## src/hdl/rcm_consts.vh

```
// Constants for the regulator clock manager: register map, fields, timing.
// Assumes a 25 MHz system clock that stands in for the 100 kHz logic clock.
`ifndef RCM_CONSTS_VH
`define RCM_CONSTS_VH
`define RCM_CLK_HZ 25000000
`define RCM_STEP_NS 5200
`define RCM_STEP_CYC ((`RCM_STEP_NS * 25 + 999) / 1000)
`define RCM_MOD_HZ 24000
`define RCM_MOD_HALF_CYC (`RCM_CLK_HZ / (`RCM_MOD_HZ * 2))
`define RCM_WIN_CYC 25000
`define RCM_BAND0_MIN 16'd2000
`define RCM_BAND0_MAX 16'd3000
`define RCM_BAND1_MIN 16'd333
`define RCM_BAND1_MAX 16'd500
`define RCM_HF_DIV 8
`define RCM_ADR_CTRL 4'h0
`define RCM_ADR_STAT 4'h1
`define RCM_ADR_FLAG 4'h2
`define RCM_ADR_MASK 4'h3
`define RCM_CTRL_TUNE_LSB 0
`define RCM_CTRL_SPREN 4
`define RCM_CTRL_SPRW 5
`define RCM_CTRL_BAND 6
`define RCM_CTRL_EXPEN 7
`define RCM_FLAG_SETTLED 0
`define RCM_FLAG_FAULT 1
`define RCM_MASK_RST 2'h0
`endif

```

## src/hdl/rcm_freq_meter.v

```verilog
// Edge counter that measures an input clock over a fixed window.
// Assumes the input is already synchronised to clk.
`timescale 1ns/1ns
`include "rcm_consts.vh"
module rcm_freq_meter #(
  parameter WIN_CYC = `RCM_WIN_CYC
) (
  // Clock and reset
  input wire clk,
  input wire nrst,
  // Measured input and band
  input wire sigSync,
  input wire bandSel,
  // Result
  output reg valid_reg
);
  reg [31:0] winCnt_reg;
  reg [15:0] edgeCnt_reg;
  reg prev_reg;
  wire rise = sigSync & ~prev_reg;
  wire winEnd = (winCnt_reg == WIN_CYC - 1);
  // Window of 1 ms counts edges in kHz directly
  wire [15:0] lo = bandSel ? `RCM_BAND1_MIN : `RCM_BAND0_MIN;
  wire [15:0] hi = bandSel ? `RCM_BAND1_MAX : `RCM_BAND0_MAX;
  wire [15:0] total = edgeCnt_reg + {15'h0000, rise};

  always @(posedge clk) begin
    if (!nrst) begin
      winCnt_reg <= 32'h00000000;
      edgeCnt_reg <= 16'h0000;
      prev_reg <= 1'b0;
      valid_reg <= 1'b0;
    end else begin
      prev_reg <= sigSync;
      if (winEnd) begin
        winCnt_reg <= 32'h00000000;
        edgeCnt_reg <= 16'h0000;
        valid_reg <= (total >= lo) && (total <= hi);
      end else begin
        winCnt_reg <= winCnt_reg + 32'h00000001;
        if (rise && edgeCnt_reg != 16'hffff)
          edgeCnt_reg <= total;
      end
    end
  end
endmodule

```

## src/hdl/rcm_clock_manager.v

```verilog
// Regulator clock manager: tuning walk, spread, sync check, export, irq.
// Assumes a classic Wishbone master and OTP defaults stable during reset.
`timescale 1ns/1ns
`include "rcm_consts.vh"
module rcm_clock_manager #(
  parameter WIN_CYC = `RCM_WIN_CYC
) (
  // Clock and reset
  input wire clk,
  input wire nrst,
  // Wishbone slave
  input wire wb_cyc_i,
  input wire wb_stb_i,
  input wire wb_we_i,
  input wire [3:0] wb_adr_i,
  input wire [3:0] wb_sel_i,
  input wire [31:0] wb_dat_i,
  output reg [31:0] wb_dat_o,
  output reg wb_ack_o,
  // OTP defaults
  input wire [3:0] otpTuningCode,
  input wire otpSpreadEnable,
  input wire otpSpreadWidth,
  input wire otpBandSelect,
  input wire otpSyncMode,
  input wire clock_export_default,
  // Sync pin
  input wire syncPinIn,
  output reg syncPinOut,
  output reg syncPinOe,
  output reg syncPullDown,
  // Analog controls
  output reg [3:0] hfTuneApplied,
  output reg pllEnable,
  output reg pllSrcExternal,
  output reg spreadActive,
  output reg spreadUp,
  output reg swClkEnable,
  // Interrupt
  output reg irq_out_n
);
  reg [3:0] hf_clock_tuning_code_reg;
  reg spread_enable_reg;
  reg spread_width_select_reg;
  reg input_band_select_reg;
  reg clock_export_enable_reg;
  reg syncMode_reg;
  reg [3:0] curTune_reg;
  reg [7:0] stepCnt_reg;
  reg walking_reg;
  reg freq_settled_irq_reg;
  reg ext_clock_fault_irq_reg;
  reg [1:0] mask_reg;
  reg useExt_reg;
  reg [9:0] modCnt_reg;
  reg [2:0] divCnt_reg;
  reg sync1_reg;
  reg sync2_reg;
  reg loaded_reg;
  wire extValid;
  // Live fault sense: high whenever the last window was out of band
  wire ext_clock_fault_live = ~extValid;

  // The pin is asynchronous to clk; only the second flop feeds logic, the
  // first is allowed to go metastable. The meter needs no further stages.
  // Two-flop synchroniser on the sync pin
  always @(posedge clk) begin
    if (!nrst) begin
      sync1_reg <= 1'b0;
      sync2_reg <= 1'b0;
    end else begin
      sync1_reg <= syncPinIn;
      sync2_reg <= sync1_reg;
    end
  end

  // The meter's verdict changes only at window ends, so a fault is seen at
  // most two windows after the input stops or leaves its band.
  // input frequency check
  rcm_freq_meter #(.WIN_CYC(WIN_CYC)) uMeter (
    .clk(clk),
    .nrst(nrst),
    .sigSync(sync2_reg),
    .bandSel(input_band_select_reg),
    .valid_reg(extValid)
  );

  // The code space is not monotonic in frequency: codes 9 to c sit below
  // code 0. Walking in code order would jump across the band, so the walk
  // runs on ranks, where rank 0 is the lowest and rank 8 the highest step.
  // Both helpers are only ever given legal codes or in-range ranks; an
  // unused code 5 to 8 would map to a rank past the end and codes d to f
  // would alias ranks 4 to 6, which is why writes of such codes are
  // dropped before they reach the target register.
  // Map tuning code to a linear rank so the walk passes every step
  function [3:0] rankOf;
    input [3:0] code;
    begin
      if (code >= 4'h9)
        rankOf = code - 4'h9;
      else
        rankOf = code + 4'h4;
    end
  endfunction
  function [3:0] codeOf;
    input [3:0] rank;
    begin
      if (rank < 4'h4)
        codeOf = rank + 4'h9;
      else
        codeOf = rank - 4'h4;
    end
  endfunction
  function isLegal;
    input [3:0] code;
    begin
      isLegal = (code <= 4'h4) || (code >= 4'h9 && code <= 4'hc);
    end
  endfunction

  // Register map, one word per index, low byte only:
  //   index 0 control: tuning code, spread on, spread width, band, export on
  //   index 1 status, read only: current code, live fault, spread, external, sync
  //   index 2 flags: settled and fault, a written one clears
  //   index 3 masks: a one keeps the matching flag off the irq pin
  // Writes to the status index or to unmapped indices are acknowledged and lost,
  // so software that probes the map never stalls the bus.
  // Only byte lane zero carries fields; the other lanes are ignored on purpose.
  wire busReq = wb_cyc_i & wb_stb_i & ~wb_ack_o;
  wire wrCtrl = busReq & wb_we_i & (wb_adr_i == `RCM_ADR_CTRL) & wb_sel_i[0];
  wire wrFlag = busReq & wb_we_i & (wb_adr_i == `RCM_ADR_FLAG) & wb_sel_i[0];
  wire wrMask = busReq & wb_we_i & (wb_adr_i == `RCM_ADR_MASK) & wb_sel_i[0];
  wire [3:0] newTune = wb_dat_i[`RCM_CTRL_TUNE_LSB + 3:`RCM_CTRL_TUNE_LSB];
  // manual tuning blocked under spread or sync
  wire tuneLocked = spreadActive | syncMode_reg;
  wire spreadOn = spread_enable_reg & ~syncMode_reg;
  wire atTarget = (curTune_reg == hf_clock_tuning_code_reg);
  wire [3:0] curRank = rankOf(curTune_reg);
  wire [3:0] tgtRank = rankOf(hf_clock_tuning_code_reg);
  wire stepDone = (stepCnt_reg == `RCM_STEP_CYC - 1);

  // OTP values are taken once, on the first cycle after reset, so they need
  // only be stable across the reset release. Sync mode has no register bit:
  // it is fixed for the whole run and only a reset can change it.
  // An unused OTP tuning code falls back to code 0, the nominal frequency.
  // Control registers, OTP load at reset release
  always @(posedge clk) begin
    if (!nrst) begin
      loaded_reg <= 1'b0;
      hf_clock_tuning_code_reg <= 4'h0;
      spread_enable_reg <= 1'b0;
      spread_width_select_reg <= 1'b0;
      input_band_select_reg <= 1'b0;
      clock_export_enable_reg <= 1'b0;
      syncMode_reg <= 1'b0;
      mask_reg <= `RCM_MASK_RST;
    end else if (!loaded_reg) begin
      loaded_reg <= 1'b1;
      hf_clock_tuning_code_reg <= isLegal(otpTuningCode) ? otpTuningCode : 4'h0;
      spread_enable_reg <= otpSpreadEnable;
      spread_width_select_reg <= otpSpreadWidth;
      input_band_select_reg <= otpBandSelect;
      clock_export_enable_reg <= clock_export_default;
      syncMode_reg <= otpSyncMode;
    end else begin
      if (wrCtrl) begin
        if (isLegal(newTune) && !tuneLocked)
          hf_clock_tuning_code_reg <= newTune;
        spread_enable_reg <= wb_dat_i[`RCM_CTRL_SPREN];
        spread_width_select_reg <= wb_dat_i[`RCM_CTRL_SPRW];
        input_band_select_reg <= wb_dat_i[`RCM_CTRL_BAND];
        clock_export_enable_reg <= wb_dat_i[`RCM_CTRL_EXPEN];
      end
      if (wrMask)
        mask_reg <= wb_dat_i[1:0];
    end
  end

  // The hold counter restarts on every step, so each intermediate code
  // stands for the full hold time before the next one is applied. A new
  // target written mid-walk takes effect from the current code onwards;
  // the walk never jumps back to where it started. A write that lands on
  // the current code while idle starts no walk and so raises no settled flag.
  // step walk with hold time
  always @(posedge clk) begin
    if (!nrst) begin
      curTune_reg <= 4'h0;
      stepCnt_reg <= 8'h00;
      walking_reg <= 1'b0;
    end else if (!loaded_reg) begin
      curTune_reg <= isLegal(otpTuningCode) ? otpTuningCode : 4'h0;
      walking_reg <= 1'b0;
    end else if (!atTarget) begin
      walking_reg <= 1'b1;
      if (stepDone) begin
        stepCnt_reg <= 8'h00;
        curTune_reg <= (tgtRank > curRank) ? codeOf(curRank + 4'h1) : codeOf(curRank - 4'h1);
      end else begin
        stepCnt_reg <= stepCnt_reg + 8'h01;
      end
    end else begin
      stepCnt_reg <= 8'h00;
      walking_reg <= 1'b0;
    end
  end

  // Both flags are sticky. The fault flag is refreshed every cycle while the
  // input stays bad, so software cannot clear it until the input recovers;
  // that is what keeps the return to the external clock from chattering.
  // Flags: hardware set wins over software write-one-to-clear
  always @(posedge clk) begin
    if (!nrst) begin
      freq_settled_irq_reg <= 1'b0;
      ext_clock_fault_irq_reg <= 1'b0;
    end else begin
      if (walking_reg && atTarget)
        freq_settled_irq_reg <= 1'b1;
      else if (wrFlag && wb_dat_i[`RCM_FLAG_SETTLED])
        freq_settled_irq_reg <= 1'b0;
      if (syncMode_reg && ext_clock_fault_live && loaded_reg)
        ext_clock_fault_irq_reg <= 1'b1;
      else if (wrFlag && wb_dat_i[`RCM_FLAG_FAULT])
        ext_clock_fault_irq_reg <= 1'b0;
    end
  end

  // Dropping to the internal source is immediate on a bad window, while the
  // way back waits for software: a flaky input is never re-selected alone.
  // The PLL source follows one cycle later, always from a settled select.
  // Source select and PLL control
  always @(posedge clk) begin
    if (!nrst) begin
      useExt_reg <= 1'b0;
      pllEnable <= 1'b0;
      pllSrcExternal <= 1'b0;
    end else begin
      // PLL always on when sync enabled
      pllEnable <= syncMode_reg;
      if (!syncMode_reg || ext_clock_fault_live)
        useExt_reg <= 1'b0;
      else if (!ext_clock_fault_irq_reg && extValid)
        useExt_reg <= 1'b1;
      pllSrcExternal <= useExt_reg;
    end
  end

  // The modulation counter is held in reset while spread is off, so every
  // spread episode starts from the same phase. Half period is clk/48000,
  // 520 cycles, which is why the counter needs ten bits.
  // 24 kHz spread modulation, triangle direction toggles each half period
  always @(posedge clk) begin
    if (!nrst) begin
      modCnt_reg <= 10'h000;
      spreadUp <= 1'b0;
      spreadActive <= 1'b0;
    end else begin
      spreadActive <= spreadOn & ~useExt_reg;
      if (!spreadActive) begin
        modCnt_reg <= 10'h000;
        spreadUp <= 1'b0;
      end else if (modCnt_reg == `RCM_MOD_HALF_CYC - 1) begin
        modCnt_reg <= 10'h000;
        spreadUp <= ~spreadUp;
      end else begin
        modCnt_reg <= modCnt_reg + 10'h001;
      end
    end
  end

  // The divider free-runs from reset; only the pulse is gated when the
  // external source is in use, so the pin export keeps its phase.
  // divide by eight enable for switching clock
  always @(posedge clk) begin
    if (!nrst) begin
      divCnt_reg <= 3'h0;
      swClkEnable <= 1'b0;
    end else begin
      divCnt_reg <= divCnt_reg + 3'h1;
      swClkEnable <= (divCnt_reg == `RCM_HF_DIV - 1) & ~useExt_reg;
    end
  end

  // Pull-down and output enable are exact complements: the pin is never
  // both driven and pulled, and never left floating while exporting is off.
  // The exported clock is the divider's top bit, a square wave at clk/8.
  // Sync pin drive and applied tuning
  always @(posedge clk) begin
    if (!nrst) begin
      syncPinOut <= 1'b0;
      syncPinOe <= 1'b0;
      syncPullDown <= 1'b1;
      hfTuneApplied <= 4'h0;
      irq_out_n <= 1'b1;
    end else begin
      hfTuneApplied <= curTune_reg;
      syncPinOe <= ~syncMode_reg & clock_export_enable_reg;
      syncPullDown <= ~(~syncMode_reg & clock_export_enable_reg);
      syncPinOut <= ~syncMode_reg & clock_export_enable_reg & divCnt_reg[2];
      // The irq pin is a level: it stays low while an unmasked flag is set,
      // and masking a set flag releases the pin without clearing the flag.
      // active-low irq unless masked
      irq_out_n <= ~((freq_settled_irq_reg & ~mask_reg[0]) |
                     (ext_clock_fault_irq_reg & ~mask_reg[1]));
    end
  end

  // A request is taken only while ack is low, so a master that holds its
  // strobe through the ack edge is never served twice. Read data is
  // registered with ack and then held, which keeps it valid at the ack edge.
  // Wishbone: one-cycle ack, unmapped reads zero
  always @(posedge clk) begin
    if (!nrst) begin
      wb_ack_o <= 1'b0;
      wb_dat_o <= 32'h00000000;
    end else begin
      wb_ack_o <= busReq;
      if (busReq && !wb_we_i) begin
        case (wb_adr_i)
          `RCM_ADR_CTRL: wb_dat_o <= {24'h000000, clock_export_enable_reg,
            input_band_select_reg, spread_width_select_reg, spread_enable_reg,
            hf_clock_tuning_code_reg};
          `RCM_ADR_STAT: wb_dat_o <= {24'h000000, syncMode_reg, useExt_reg,
            spreadActive, ext_clock_fault_live, curTune_reg};
          `RCM_ADR_FLAG: wb_dat_o <= {30'h00000000, ext_clock_fault_irq_reg,
            freq_settled_irq_reg};
          `RCM_ADR_MASK: wb_dat_o <= {30'h00000000, mask_reg};
          default: wb_dat_o <= 32'h00000000;
        endcase
      end
    end
  end
endmodule

```

## config.mk

```make
export PLATFORM = sky130hd
export DESIGN_NAME = rcm_clock_manager
export DESIGN_NICKNAME = d
export VERILOG_FILES = /design/src/hdl/rcm_freq_meter.v /design/src/hdl/rcm_clock_manager.v
export VERILOG_INCLUDE_DIRS = /design/src /design/src/hdl
export SDC_FILE = /design/constraint.sdc
export NUM_CORES = 1
export LEC_CHECK = 0
export BUFFER_PORTS_ARGS = -buffer_cell sky130_fd_sc_hd__buf_2
export CORE_MARGIN = 10
export CORE_UTILIZATION = 24
export DETAILED_ROUTE_END_ITERATION = 6
export PLACE_DENSITY = 0.47
export SETUP_SLACK_MARGIN = 0.2
export SYNTH_ARGS = -nofsm -noshare
export SYNTH_HDL_FRONTEND = slang
export SYNTH_HIERARCHICAL = 1
export SYNTH_SLANG_ARGS = --single-unit
```

## constraint.sdc

```tcl
create_clock -name clk -period 3.4 [get_ports clk]
set_input_delay 0.17 -clock clk [delete_from_list [all_inputs] [get_ports clk]]
set_output_delay 0.17 -clock clk [all_outputs]
set_load 0.05 [all_outputs]
```

=== Yosys cells after proc, flatten, opt, wreduce, memory -nomap -nowiden ===
Index checks and enable logic that the tools add are counted.

* Add/subtract/negate cells: 15
* Eq/ne operators: 13
* Reduce and logical (&&, ||, !) cells: 30
* Bitwise operators: 31
* $lt $le $gt $ge: 13
* Shift operators: 0
* Divide/modulo/power cells: 0
* Multipliers: 0
* Multiplexer cells: 31

{| class="wikitable"
|+ Operators by type and width
! operator !! number
|-
| $mux 4 || 12
|-
| $add 32x1->32 const B || 1
|-
| $eq 32x15->1 const B || 1
|-
| $pmux 8 s4 || 1
|-
| $and 1x1->1 || 17
|-
| $add 16x1->16 || 1
|-
| $ge 16x16->1 || 1
|-
| $ge 4x4->1 const B || 4
|-
| $le 16x16->1 || 1
|-
| $mux 8 || 2
|-
| $ne 16x16->1 const B || 1
|-
| $mux 1 || 14
|-
| $logic_and 1x1->1 || 12
|-
| $mux 12 || 1
|-
| $not 1->1 || 12
|-
| $mux 11 || 1
|-
| $add 10x1->10 const B || 1
|-
| $eq 10x10->1 const B || 1
|-
| $reduce_and 2->1 || 5
|-
| $add 4x3->4 const B || 2
|-
| $add 4x4->4 const B || 2
|-
| $add 8x1->8 const B || 1
|-
| $eq 4x2->1 const B || 2
|-
| $eq 8x8->1 const B || 1
|-
| other kinds (21) || 36
|}

* Latch bits: 0
* Input bits: 55
* Word-level logic and storage cells: 167
* Memory bits (writable): 0
* Memory bits (read-only): 0
* Memories kept: 0
* Register bits after elaboration: 139

=== Longest topological paths before layout ===
Gate-level depths: netlist of the first run.

* Depth after elaboration: 9
* Depth in mapped cells: 15
* Mapped depth without buffers: 13

=== Hierarchy ===
Netlist of the first run, hierarchy kept.

{| class="wikitable"
|+ By module, submodules not included
! module !! times used !! area each (sq um) !! cells an instance
|-
| rcm_clock_manager || 1 || 3761.1 || 442
|-
| rcm_freq_meter || 1 || 2866.5 || 334
|}

=== Least setup slack after synthesis of the first run ===
OpenSTA, ideal clock, no wires.

* Kind: register to register
* From: reg curTune_reg[1]
* To: reg curTune_reg[0]
* Arrival time: 2.989 ns
* Stages on the path, launching flop included: 13
* Library setup time: 0.127 ns
* Slack: 0.283 ns
* Data required time: 3.273 ns
* Cells stage by stage: dfxtp_1 inv_1 ha_1 nand2b_1 a21o_1 clkbuf_1 a21oi_2 ha_1 o21ai_0 o31a_1 o22a_1 o2111ai_1 or3b_1

* Cells in the longest elaborated chain, start to end: 9
* Elaborated cells on any way between the ends: 22
* Those cells by class: add/sub: 8; order compare: 4; eq/ne: 2; mux: 7; reduce/logical: 1

{| class="wikitable"
|+ Ends and longest elaborated chain
! element !! line !! RTL
|-
| start: declaration || rcm_clock_manager.v:48 || <nowiki>reg [3:0] curTune_reg;</nowiki>
|-
| start signal: assignment || rcm_clock_manager.v:191 || <nowiki>curTune_reg <= isLegal(otpTuningCode) ? otpTuningCode : 4'h0;</nowiki>
|-
| start signal: assignment || rcm_clock_manager.v:197 || <nowiki>curTune_reg <= (tgtRank > curRank) ? codeOf(curRank + 4'h1) : codeOf(curRank - 4'h1);</nowiki>
|-
| $ge 4x4->1 (tied with other cells) || rcm_clock_manager.v:99 || <nowiki>if (code >= 4'h9)</nowiki>
|-
| $mux 4 || rcm_clock_manager.v:99 ||
|-
| $sub 4x1->4 or $add 4x1->4 (tied branches) || rcm_clock_manager.v:197 ||
|-
| $sub 4x3->4 (tied with other cells) || rcm_clock_manager.v:111 || <nowiki>codeOf = rank - 4'h4;</nowiki>
|-
| $mux 4 || rcm_clock_manager.v:108 || <nowiki>if (rank < 4'h4)</nowiki>
|-
| $mux 4 || rcm_clock_manager.v:197 ||
|-
| $mux 4 || rcm_clock_manager.v:195 || <nowiki>if (stepDone) begin</nowiki>
|-
| $mux 4 || rcm_clock_manager.v:193 || <nowiki>end else if (!atTarget) begin</nowiki>
|-
| $mux 4 || rcm_clock_manager.v:190 || <nowiki>end else if (!loaded_reg) begin</nowiki>
|}

Parallel ways exist; a longest one is shown, timed or not. The select of a mux whose other input is x is not followed.
A chain may end at the register's enable or synchronous reset.

=== Final worst setup path of the first run ===
Same ends and word-level chain as after synthesis.

==> out/qor.txt, run 1 <==
FINAL LAYOUT
-------------------------------------------------------------------------------------
Layout cell share with drive strength beyond 1 .........................        17.4%
Most frequent standard cell in the layout excluding fill and tap cells .      dfxtp_1
Design area ............................................................     7840 um2
Final standard cell count with taps included and fillers excluded ......         1186
Layout Utilization .....................................................        29.0%
Area added between synthesis and finish ................................        18.3%
Max reg flops ..........................................................           32
Layout Nets ............................................................          914
Commonest cells after routing, fill and taps aside ..................... 115 x dfxtp_1, 112 x nor2_1, 49 x buf_2
Filler cell count ......................................................         2857

SYNTH
-------------------------------------------------------------------------------------
Count of warnings emitted by yosys .....................................            6
Area of the mapped netlist .............................................     6630 um2
Cell count after synthesis .............................................          776
Number of enable flip-flop cells after synthesis .......................            0
Mean Syn Cell Area .....................................................     8.54 um2
Seq cells post-synth ...................................................          115
Post-synthesis sequential area ratio ...................................        34.7%
Async SR Flop Fraction .................................................           0%
Number of different library cells in the post-synthesis netlist ........           83
Prevailing post-synth register cell ....................................      dfxtp_1

FLOORPLANNING
-------------------------------------------------------------------------------------
Area of the die ........................................................    34700 um2
Area of the core .......................................................    27000 um2
Number of rows created at floorplan ....................................           60
Starting density of the core ...........................................        24.5%
Boundary pin count .....................................................          101
Die boundary height ....................................................       186 um
X dimension of the die .................................................       186 um

POWER
-------------------------------------------------------------------------------------
Power density of the placed cells ......................................   476 nW/um2
P_leak .................................................................      3.07 nW
Switching Fraction .....................................................        25.9%
IR Drop Worst-Case VDD .................................................       345 uV
Relative contribution of the clock network to total power ..............        51.8%
Comb power frac ........................................................        10.7%
Total internal power ...................................................      2.76 mW
Sequential share of power ..............................................        37.6%
Switching power summed over all nets ...................................       968 uW

ROUTE
-------------------------------------------------------------------------------------
Number of detailed-route iterations in the first pass ..................            4
Per-cell via count in the routed design ................................         4.51
Wire length per cell after detailed routing ............................      14.0 um
Post-route ant nets ....................................................            0
DRC ....................................................................            0
DRC violation total after the first TritonRoute iteration ..............          356
Total Wirelength .......................................................      16.6 mm
Count of vias placed by the detailed router ............................         5352

STA
-------------------------------------------------------------------------------------
Achievable Freq ........................................................      333 MHz
Worst setup skew after layout ..........................................   0.00838 ns
Worst-Margin Slew ......................................................     0.728 ns
Fin crit period ........................................................      3.00 ns
Count of final max-slew check failures .................................            0
Final TNS setup ........................................................         0 ns
Tightest slew margin relative to the limit .............................        51.2%
Post-route worst setup slack ...........................................     0.400 ns
Setup violation total in the final timing report .......................            0
Final Cycle Share ......................................................        88.2%
Unrepaired setup endpoints after global routing ........................         true
Hold violation count in the final report ...............................            0

SETUP PATH
-------------------------------------------------------------------------------------
Depth of the worst register-to-register path ...........................           13
Worst reg2reg setup slack ..............................................      0.40 ns
Worst endpoint data arrival time .......................................      3.30 ns
Max FO, Critical Path ..................................................            4
Required time at the worst-slack endpoint ..............................      3.70 ns
Worst Setup SP ......................................................... curTune_reg[1]$_SDFFE_PN0P_
Reg2reg start .......................................................... curTune_reg[1]$_SDFFE_PN0P_
Crit Path Category ..................................................... register to register
Capture point of the critical path ..................................... curTune_reg[0]$_SDFFE_PN0P_
CP Capture Type ........................................................     register
Reg-to-reg endpoint .................................................... curTune_reg[0]$_SDFFE_PN0P_
Crit path launch type ..................................................     register

PLACED DESIGN
-------------------------------------------------------------------------------------
# port buffers .........................................................           49
Weighted congestion at the end of routability-driven global placement ..        0.820
Placed Area ............................................................     7150 um2
Estimated wirelength of the detail-placed design .......................      12.4 mm
Number of placed instances with taps included ..........................         1151
Pre-CTS setup slack ....................................................     0.278 ns

CLOCKING
-------------------------------------------------------------------------------------
Latest clock arrival within the worst-skew pair ........................      0.42 ns
Number of buffers between clock root and the deepest sink ..............            2
Cell at the root of the clock tree .....................................    clkbuf_16
Clock-pin slew on the worst setup and hold paths .......................      0.06 ns
H-tree levels ..........................................................            4
Sink count of the clock tree ...........................................          115
Number of CTS-inserted buffers .........................................           17
CTS tree ...............................................................         done

OUTCOME
-------------------------------------------------------------------------------------
Result of the run ......................................................    completed

GRT
-------------------------------------------------------------------------------------
Grt ovf ................................................................            0
Wire length of the first global-routing pass ...........................      27.0 mm
Global-route usage over all layers .....................................        9.72%
Largest net degree at the start of global routing ......................           33
Number of global-route vias before repair ..............................         5107
Antenna violations before repair .......................................            4

JOB
-------------------------------------------------------------------------------------
Number of maximum-capacitance constraint violations ....................            0

WORST HOLD PATH
-------------------------------------------------------------------------------------
Hold WC Path Type ...................................................... primary input to register

==> cell families after synthesis <==
group                      Yosys count  synth area share (%)
adders and majority gates           29                  5.47
AOI/OAI and AO/OA                  123                  13.4
DFF                                115                  34.7
other                                1                0.0566
and+or+nand+nor                    318                  24.6
buffers and inverters               96                  8.14
xor gates and xnor gates            75                  10.1
muxes                               19                  3.45
==> power groups by stage <==
stage               registers (mW)  clock network, mW  logic [mW]
global route                  1.41               2.05       0.440
finish                        1.40               1.93       0.398
CTS                           1.40               1.99       0.395
floorplan                     1.44                  0       0.296
detailed placement            1.43                  0       0.392
global placement              1.43                  0       0.393
==> repair_timing <==
action	in CTS	in global routing
setup buffers	0	0
endpoints found under the setup margin	0	2
resized for setup	0	12
hold buffers	1	0
hold endpoints to repair	1	0
==> metrics by stage <==
step | hold slack (ns) | total power, mW
final | 0.0252 | 3.73
after floorplan | 0.198 | 1.74
after CTS | 0.00872 | 3.78
after detailed placement | 0.389 | 1.82
after global placement | 0.389 | 1.82
after global routing | 0.0400 | 3.90
==> layer usage <==
layer | GRT usage [%] | vias up | wire, um
li1 | - | 2783 | -
met1 | 12.9 | 2440 | 8140
met2 | 13.9 | 102 | 6870
met3 | 3.26 | 23 | 1210
met4 | 4.29 | 4 | 309
met5 | 0 | - | 27
==> worst min path at each step <==
stage                         start                   end  slack (ns)  cells past startpoint
after floorplan                nrst    loaded_reg$_DFF_P_        0.20                      0
after global placement    syncPinIn  sync1_reg$_SDFF_PN0_        0.39                      2
after detailed placement  syncPinIn  sync1_reg$_SDFF_PN0_        0.39                      2
after CTS                  wb_stb_i   wb_ack_o$_SDFF_PN0_       0.009                      3
after global routing       wb_stb_i   wb_ack_o$_SDFF_PN0_        0.04                      3
final                      wb_stb_i   wb_ack_o$_SDFF_PN0_        0.03                      3
==> area by class of cell <==
| cell class | count | area, um2 | share of cell area, % |
|---|---|---|---|
| antenna | 2 | 5.00 | 0.0638 |
| tap | 341 | 427 | 5.44 |
| timing repair buffer | 72 | 420 | 5.36 |
| clock inverter | 14 | 203 | 2.58 |
| clock buffer | 18 | 439 | 5.60 |
| sequential | 115 | 2300 | 29.4 |
| multi-input combinational | 588 | 3910 | 49.9 |
| inverter | 36 | 135 | 1.72 |
==> worst max-delay path, cell delays in order (launching register included) <==
cell and delay (ns):
dfxtp_1 0.33, inv_1 0.08, ha_1 0.21, or3b_4 0.41, nand2_1 0.16, nand2_1 0.14, inv_1 0.11, ha_1 0.19
xnor2_2 0.17, o221ai_2 0.14, and3_1 0.20, o22a_1 0.20, o2111ai_1 0.18, or3b_1 0.36
==> cell usage after synthesis (17+ instances only) <==
library cell,number,area share [%]
dfxtp_1,115,35
nor2_1,112,6.3
xor2_1,43,5.7
nand2_1,42,2.4
nand3_1,39,2.9
inv_1,35,2.0
xnor2_1,30,4.0
ha_1,29,5.5
a21oi_1,28,2.1
buf_4,24,2.7
nand4_1,22,2.1
nor3_1,22,1.7
o21ai_0,20,1.5
a211oi_1,17,1.9
(Power assumes the default switching activity.)
==> inputs of run 2 (changes only) <==
Settings changed: ABC_AREA set to 1, PLACE_DENSITY 0.47 to unset.
==> run 2 against run 1 <==
  * Sequential power up 3%
  * Flip-flop and latch count did not move
  * Power up 9.0%
  * Sequential share of layout area down 0.70 points
  * Clock skew rose by 0.0046 ns
  * The run now ends with DRC left
  * Worst hold slack worse by 0.0016 ns
  * Critical path depth increased by 5
  * Largest cell class unchanged
  * Count of clock-buffer cells in the layout is 3 higher
==> out/qor.txt, run 2 <==
ROUTE
-------------------------------------------------------------------------------------
Per-cell via count in the routed design ................................         4.31
Count of vias placed by the detailed router ............................         6254
Number of detailed-route iterations in the first pass ..................            7
Wire length per cell after detailed routing ............................      12.0 um
Post-route ant nets ....................................................            0
DRC ....................................................................            1
Total Wirelength .......................................................      17.4 mm
DRC violation total after the first TritonRoute iteration ..............          443

FINAL LAYOUT
-------------------------------------------------------------------------------------
Area added between synthesis and finish ................................        17.5%
Inserted Diodes ........................................................            0
Layout Utilization .....................................................        28.8%
Max reg flops ..........................................................           32
Most frequent standard cell in the layout excluding fill and tap cells .      nand2_1
Commonest cells after routing, fill and taps aside ..................... 230 x nand2_1, 145 x inv_1, 115 x dfxtp_1
Layout cell share with drive strength beyond 1 .........................        13.5%
Design area ............................................................     8030 um2
Layout Nets ............................................................         1143

SYNTH
-------------------------------------------------------------------------------------
Post-synthesis sequential area ratio ...................................        33.7%
Count of warnings emitted by yosys .....................................            6
List of most frequent post-synthesis cells ............................. 230 x nand2_1, 145 x inv_1, 115 x dfxtp_1, 107 x nor2_1, 62 x a21oi_1
Number of different library cells in the post-synthesis netlist ........           49
Prevailing post-synth register cell ....................................      dfxtp_1
Number of enable flip-flop cells after synthesis .......................            0
Seq cells post-synth ...................................................          115
Cell type contributing the most total cell area after synthesis ........      dfxtp_1
Cell count after synthesis .............................................         1002
Async SR Flop Fraction .................................................           0%
Top-area cell type share of the netlist area ...........................        33.7%
Top cells by area, synth ............................................... dfxtp_1 34%, nand2_1 13%, inv_1 8.0%, nor2_1 5.9%, ha_1 5.3%
Mean Syn Cell Area .....................................................     6.82 um2
Area of the mapped netlist .............................................     6840 um2
Most frequently used cell type in the post-synthesis netlist ...........      nand2_1

FLOORPLANNING
-------------------------------------------------------------------------------------
Number of rows created at floorplan ....................................           61
X dimension of the die .................................................       189 um
Area of the die ........................................................    35600 um2
Die boundary height ....................................................       189 um
Starting density of the core ...........................................        24.5%
Boundary pin count .....................................................          101
Area of the core .......................................................    27900 um2

CLOCKING
-------------------------------------------------------------------------------------
Latest clock arrival within the worst-skew pair ........................      0.42 ns
H-tree levels ..........................................................            4
CTS tree ...............................................................         done
Number of setup buffers added after CTS ................................            0
Number of buffers between clock root and the deepest sink ..............            2
Number of CTS-inserted buffers .........................................           17
Clock-pin slew on the worst setup and hold paths .......................      0.06 ns
Sink count of the clock tree ...........................................          115
Cell at the root of the clock tree .....................................    clkbuf_16

PLACED DESIGN
-------------------------------------------------------------------------------------
Estimated wirelength of the detail-placed design .......................      13.4 mm
# port buffers .........................................................           49
Pre-CTS setup slack ....................................................     0.754 ns
Weighted congestion at the end of routability-driven global placement ..        0.853
Placed Area ............................................................     7400 um2

OUTCOME
-------------------------------------------------------------------------------------
Violations in the final reports ........................................          DRC
Result of the run ...................................................... finished, violations left

POWER
-------------------------------------------------------------------------------------
Comb power frac ........................................................        18.4%
Relative contribution of the clock network to total power ..............        46.3%
Power density of the placed cells ......................................   506 nW/um2
Sequential share of power ..............................................        35.3%
Total internal power ...................................................      2.85 mW
Switching Fraction .....................................................        30.0%
Switching power summed over all nets ...................................      1.22 mW
P_leak .................................................................      3.47 nW
IR Drop Worst-Case VDD .................................................       340 uV

SETUP PATH
-------------------------------------------------------------------------------------
Required time at the worst-slack endpoint ..............................      3.75 ns
Depth of the worst register-to-register path ...........................           18
Reg-to-reg endpoint .................................................... curTune_reg[1]$_SDFFE_PN0P_
Max FO, Critical Path ..................................................            8
Worst endpoint data arrival time .......................................      3.03 ns
Crit path launch type ..................................................     register
CP Capture Type ........................................................     register
Capture point of the critical path ..................................... curTune_reg[1]$_SDFFE_PN0P_
Reg2reg start .......................................................... curTune_reg[0]$_SDFFE_PN0P_
Crit Path Category ..................................................... register to register
Worst Setup SP ......................................................... curTune_reg[0]$_SDFFE_PN0P_
Worst reg2reg setup slack ..............................................      0.72 ns

GRT
-------------------------------------------------------------------------------------
Grt ovf ................................................................            0
Wire length of the first global-routing pass ...........................      28.7 mm
Largest net degree at the start of global routing ......................           29
Antenna violations before repair .......................................            0
Global-route usage over all layers .....................................        9.75%
Number of global-route vias before repair ..............................         5946

STA
-------------------------------------------------------------------------------------
Tightest slew margin relative to the limit .............................        50.2%
Final TNS setup ........................................................         0 ns
Setup violation total in the final timing report .......................            0
Hold violation count in the final report ...............................            0
Worst setup skew after layout ..........................................    0.0130 ns
Unrepaired setup endpoints after global routing ........................        false
Post-route worst setup slack ...........................................     0.719 ns
Count of final max-slew check failures .................................            0
Achievable Freq ........................................................      373 MHz
Final Cycle Share ......................................................        78.8%
Fin crit period ........................................................      2.68 ns
Worst-Margin Slew ......................................................     0.746 ns

WORST HOLD PATH
-------------------------------------------------------------------------------------
Hold WC Path Type ...................................................... primary input to register
Hold_sp ................................................................  wb_dat_i[6]

JOB
-------------------------------------------------------------------------------------
Number of maximum-capacitance constraint violations ....................            0

## run 2: cell types whose count changed after synthesis, sizes merged, moves of 11 or more
cell,before,now
nand2,42,256
and2,15,2
o21ai,23,42
inv,36,153
xnor2,31,7
a21oi,29,62
mux2i,15,0
buf,45,32
or3,11,0
xor2,44,14
## run 2: final cells by class
type,instances,area (um2)
inverters,154,579
clock buffers,21,470
multi-input cells,717,3770
fillers,3122,19900
repair buffers,54,285
flip-flops and latches,115,2300
clock inverters,11,151
well taps,378,473
## run 2: per-stage QoR
step / instances / hold WS [ns] / power (mW)
6_report: 1450 / 0.0236 / 4.07
5_1_grt: 1450 / 0.0200 / 4.28
4_1_cts: 1450 / 0.00977 / 4.11
3_3_place_gp: 1417 / 0.356 / 2.20
2_1_floorplan: 1025 / 0.198 / 2.07
3_5_place_dp: 1417 / 0.363 / 2.21
## run 2: worst min-delay path by stage
stage                                           end  slack, ns  cells past startpoint
5_1_grt        spread_width_select_reg$_SDFFE_PN0P_       0.02                      3
3_3_place_gp                   sync1_reg$_SDFF_PN0_       0.36                      3
4_1_cts          input_band_select_reg$_SDFFE_PN0P_       0.01                      3
6_report         input_band_select_reg$_SDFFE_PN0P_       0.02                      3
2_1_floorplan                    loaded_reg$_DFF_P_       0.20                      0
3_5_place_dp                   sync1_reg$_SDFF_PN0_       0.36                      3
## run 2: metal layers
metal,track usage [%],vias up,wire length [um]
li1,-,3298,-
met1,12.0,2856,8320
met2,16.3,89,8280
met3,3.03,11,684
met4,2.11,0,129
met5,0,-,0
## run 2: timing repair
action | 4_1_cts | 5_1_grt
hold buffers | 1 | 0
gates resized for setup | 0 | 0
endpoints found under the hold margin | 1 | 0
## run 2: critical path, cell delays in order (launching register included)
cell	delay, ns
dfxtp_1	0.50
inv_2	0.13
ha_1	0.28
inv_2	0.09
nand2_4	0.08
nand3_4	0.12
nand3_1	0.12
nand2_2	0.16
inv_2	0.07
ha_1	0.30
inv_1	0.11
o21bai_1	0.08
inv_1	0.07
nand2_2	0.09
nand2_2	0.10
nand2_1	0.05
nand2_1	0.08
nand2_1	0.05
a21oi_1	0.11
## run 2: kinds of logic (layout without fill, tap and decap cells)
kind of cell               after synthesis  in the layout  share of synthesized area (%)
other                                    1             24                         0.0549
xor gates and xnor gates                21             21                           2.69
and+or+nand+nor                        508            508                           35.1
adders and majority gates               29             29                           5.31
AOI/OAI and AO/OA                      135            135                           10.8
buffers and inverters                  193            240                           12.4
DFF                                    115            115                           33.7
## run 2: power by group through the flow
stage / combinational (mW) / clock, mW / sequential, mW
3_3_place_gp: 0.730 / 0 / 1.47
5_1_grt: 0.845 / 1.99 / 1.44
2_1_floorplan: 0.592 / 0 / 1.48
4_1_cts: 0.750 / 1.92 / 1.44
3_5_place_dp: 0.741 / 0 / 1.47
6_report: 0.748 / 1.88 / 1.44
==> inputs of run 3 (changes only) <==
Clock period 3.4 ns to 2.1 ns, I/O delays scaled along.
==> run 3 against run 2 <==
  * The flow finishes with violations (setup timing)
  * Worst hold slack got worse by 0.00079 ns
  * Non-clock buffer count increased by 98
  * Register-to-register slack worse by 0.96 ns
  * Die area did not move
  * Largest cell class unchanged
  * Setup slack worse by 0.96 ns
  * Sequential share of layout area fell by 3.2 points
  * Cell area grew 14%
  * Utilization is 4.0 points higher
==> out/qor.txt, run 3 (synthesis results as in run 2) <==
POWER
-------------------------------------------------------------------------------------
Sequential share of power ..............................................        34.5%
Comb power frac ........................................................        23.5%
Relative contribution of the clock network to total power ..............        42.0%
Switching power summed over all nets ...................................      2.13 mW
Switching Fraction .....................................................        31.6%
Total internal power ...................................................      4.61 mW
P_leak .................................................................      3.94 nW
IR Drop Worst-Case VDD .................................................       416 uV
Power density of the placed cells ......................................   737 nW/um2

ROUTE
-------------------------------------------------------------------------------------
Total Wirelength .......................................................      19.7 mm
Wire length per cell after detailed routing ............................      12.7 um
DRC violation total after the first TritonRoute iteration ..............          479
DRC ....................................................................            0
Post-route ant nets ....................................................            0
Count of vias placed by the detailed router ............................         6750
Number of detailed-route iterations in the first pass ..................            5
Per-cell via count in the routed design ................................         4.35

FLOORPLANNING
-------------------------------------------------------------------------------------
Number of rows created at floorplan ....................................           61
X dimension of the die .................................................       189 um
Starting density of the core ...........................................        24.5%
Die boundary height ....................................................       189 um
Area of the core .......................................................    27900 um2
Boundary pin count .....................................................          101
Area of the die ........................................................    35600 um2

CLOCKING
-------------------------------------------------------------------------------------
Number of buffers between clock root and the deepest sink ..............            2
CTS tree ...............................................................         done
Clock-pin slew on the worst setup and hold paths .......................      0.06 ns
Number of CTS-inserted buffers .........................................           17
Cell at the root of the clock tree .....................................    clkbuf_16
H-tree levels ..........................................................            4
Sink count of the clock tree ...........................................          115
Latest clock arrival within the worst-skew pair ........................      0.42 ns

FINAL LAYOUT
-------------------------------------------------------------------------------------
Max reg flops ..........................................................           32
Layout Utilization .....................................................        32.7%
Commonest cells after routing, fill and taps aside ..................... 221 x nand2_1, 136 x inv_1, 104 x dfxtp_1
Final standard cell count with taps included and fillers excluded ......         1551
Filler cell count ......................................................         3007
Layout cell share with drive strength beyond 1 .........................        25.3%
Design area ............................................................     9140 um2
Most frequent standard cell in the layout excluding fill and tap cells .      nand2_1
Layout Nets ............................................................         1243
Area added between synthesis and finish ................................        33.7%

GRT
-------------------------------------------------------------------------------------
Global-route usage over all layers .....................................        10.9%
Wire length of the first global-routing pass ...........................      31.9 mm
Number of global-route vias before repair ..............................         6460
Grt ovf ................................................................            0
GR met1 Demand/Resource ................................................        13.4%
GR Layer Usage met2 ....................................................        18.4%
Global-route layer with the greatest usage .............................         met2
GR met3 Demand/Resource ................................................        2.68%
Antenna violations before repair .......................................            1
Largest net degree at the start of global routing ......................           23

WORST HOLD PATH
-------------------------------------------------------------------------------------
Hold-critical path depth ...............................................            3
Hold WC Path Type ...................................................... primary input to register

PLACED DESIGN
-------------------------------------------------------------------------------------
Placed Area ............................................................     7950 um2
Estimated wirelength of the detail-placed design .......................      14.5 mm
Number of placed instances with taps included ..........................         1476
Weighted congestion at the end of routability-driven global placement ..        0.857
# port buffers .........................................................           49

SETUP PATH
-------------------------------------------------------------------------------------
CP Capture Type ........................................................     register
Depth of the worst register-to-register path ...........................           19
Crit Path Category ..................................................... register to register
Required time at the worst-slack endpoint ..............................      2.41 ns
Worst endpoint data arrival time .......................................      2.65 ns
Crit path launch type ..................................................     register
Max FO, Critical Path ..................................................            3

STA
-------------------------------------------------------------------------------------
Tightest slew margin relative to the limit .............................        63.2%
Fin crit period ........................................................      2.34 ns
Count of final max-slew check failures .................................            0
Worst-Margin Slew ......................................................     0.553 ns
Worst setup skew after layout ..........................................   0.00902 ns
Hold violation count in the final report ...............................            0
Post-route worst setup slack ...........................................    -0.237 ns
Unrepaired setup endpoints after global routing ........................         true
Setup violation total in the final timing report .......................            2
Final Cycle Share ......................................................         111%
Achievable Freq ........................................................      428 MHz

OUTCOME
-------------------------------------------------------------------------------------
Violations in the final reports ........................................ setup timing
Result of the run ...................................................... finished, violations left

JOB
-------------------------------------------------------------------------------------
Number of maximum-capacitance constraint violations ....................            0

==> run 3: cell type report <==
type / count / area (um2) / share of cell area [%]
timing repair inverter: 2 / 15.0 / 0.164
inverter: 154 / 602 / 6.58
clock buffer: 19 / 433 / 4.74
sequential: 115 / 2330 / 25.4
antenna: 1 / 2.50 / 0.0274
multi-input combinational: 717 / 4090 / 44.8
tap: 378 / 473 / 5.17
timing repair buffer: 152 / 1060 / 11.6
clock inverter: 13 / 135 / 1.48
==> run 3: path summary, 6_finish.rpt <==
check	from	to	slack [ns]
setup / recovery	sync2_reg$_SDFF_PN0_	uMeter/valid_reg$_SDFFE_PN0P_	-0.24
hold / removal	wb_dat_i[2]	hf_clock_tuning_code_reg[2]$_SDFFE_PN0P_	0.02
setup reg to reg	sync2_reg$_SDFF_PN0_	uMeter/valid_reg$_SDFFE_PN0P_	-0.24
hold reg to reg	sync2_reg$_SDFF_PN0_	uMeter/prev_reg$_SDFF_PN0_	0.44
==> run 3: power by group through the flow <==
stage	combinational [mW]	clock [mW]	sequential (mW)
floorplan	1.00	0	2.40
global placement	1.38	0	2.37
detailed placement	1.39	0	2.37
CTS	1.51	2.91	2.32
global route	1.75	3.01	2.34
finish	1.58	2.83	2.33
==> run 3: repair_timing <==
| item | in CTS | in global routing |
|---|---|---|
| hold buffers | 13 | 0 |
| setup buffers | 14 | 13 |
| resized for setup | 34 | 37 |
| cloned | 2 | 0 |
| pin swaps | 26 | 26 |
| hold endpoints to repair | 10 | 0 |
| setup endpoints to repair | 6 | 37 |
==> run 3: metrics by stage <==
| step | hold slack, ns | power [mW] | worst slack, ns | setup TNS, ns |
|---|---|---|---|---|
| floorplan | 0.133 | 3.41 | -0.129 | -0.129 |
| global placement | 0.302 | 3.75 | -0.295 | -0.380 |
| detailed placement | 0.296 | 3.76 | -0.378 | -0.499 |
| CTS | 0.00733 | 6.74 | -0.306 | -0.306 |
| global route | 0.0919 | 7.10 | -0.438 | -0.957 |
| finish | 0.0228 | 6.74 | -0.237 | -0.252 |
==> run 3: per-layer routing <==
| layer | up-vias | wire length [um] |
|---|---|---|
| met1 | 3116 | 8900 |
| met5 | - | 0 |
| met3 | 18 | 892 |
| met2 | 119 | 9640 |
| li1 | 3497 | - |
| met4 | 0 | 242 |
==> run 3: worst max-delay path, stage by stage, from the launching register on <==
cell	delay, ns
dfxtp_2	0.33
inv_2	0.04
nor2_4	0.10
ha_4	0.15
buf_4	0.11
ha_4	0.12
nand3_2	0.11
nor2_4	0.16
xnor2_2	0.13
inv_1	0.06
ha_1	0.26
inv_1	0.03
nor2_1	0.13
nand3_1	0.09
nand2_1	0.06
nand3_1	0.07
a21oi_2	0.12
nor2_1	0.05
nand2_1	0.05
nand2_1	0.04
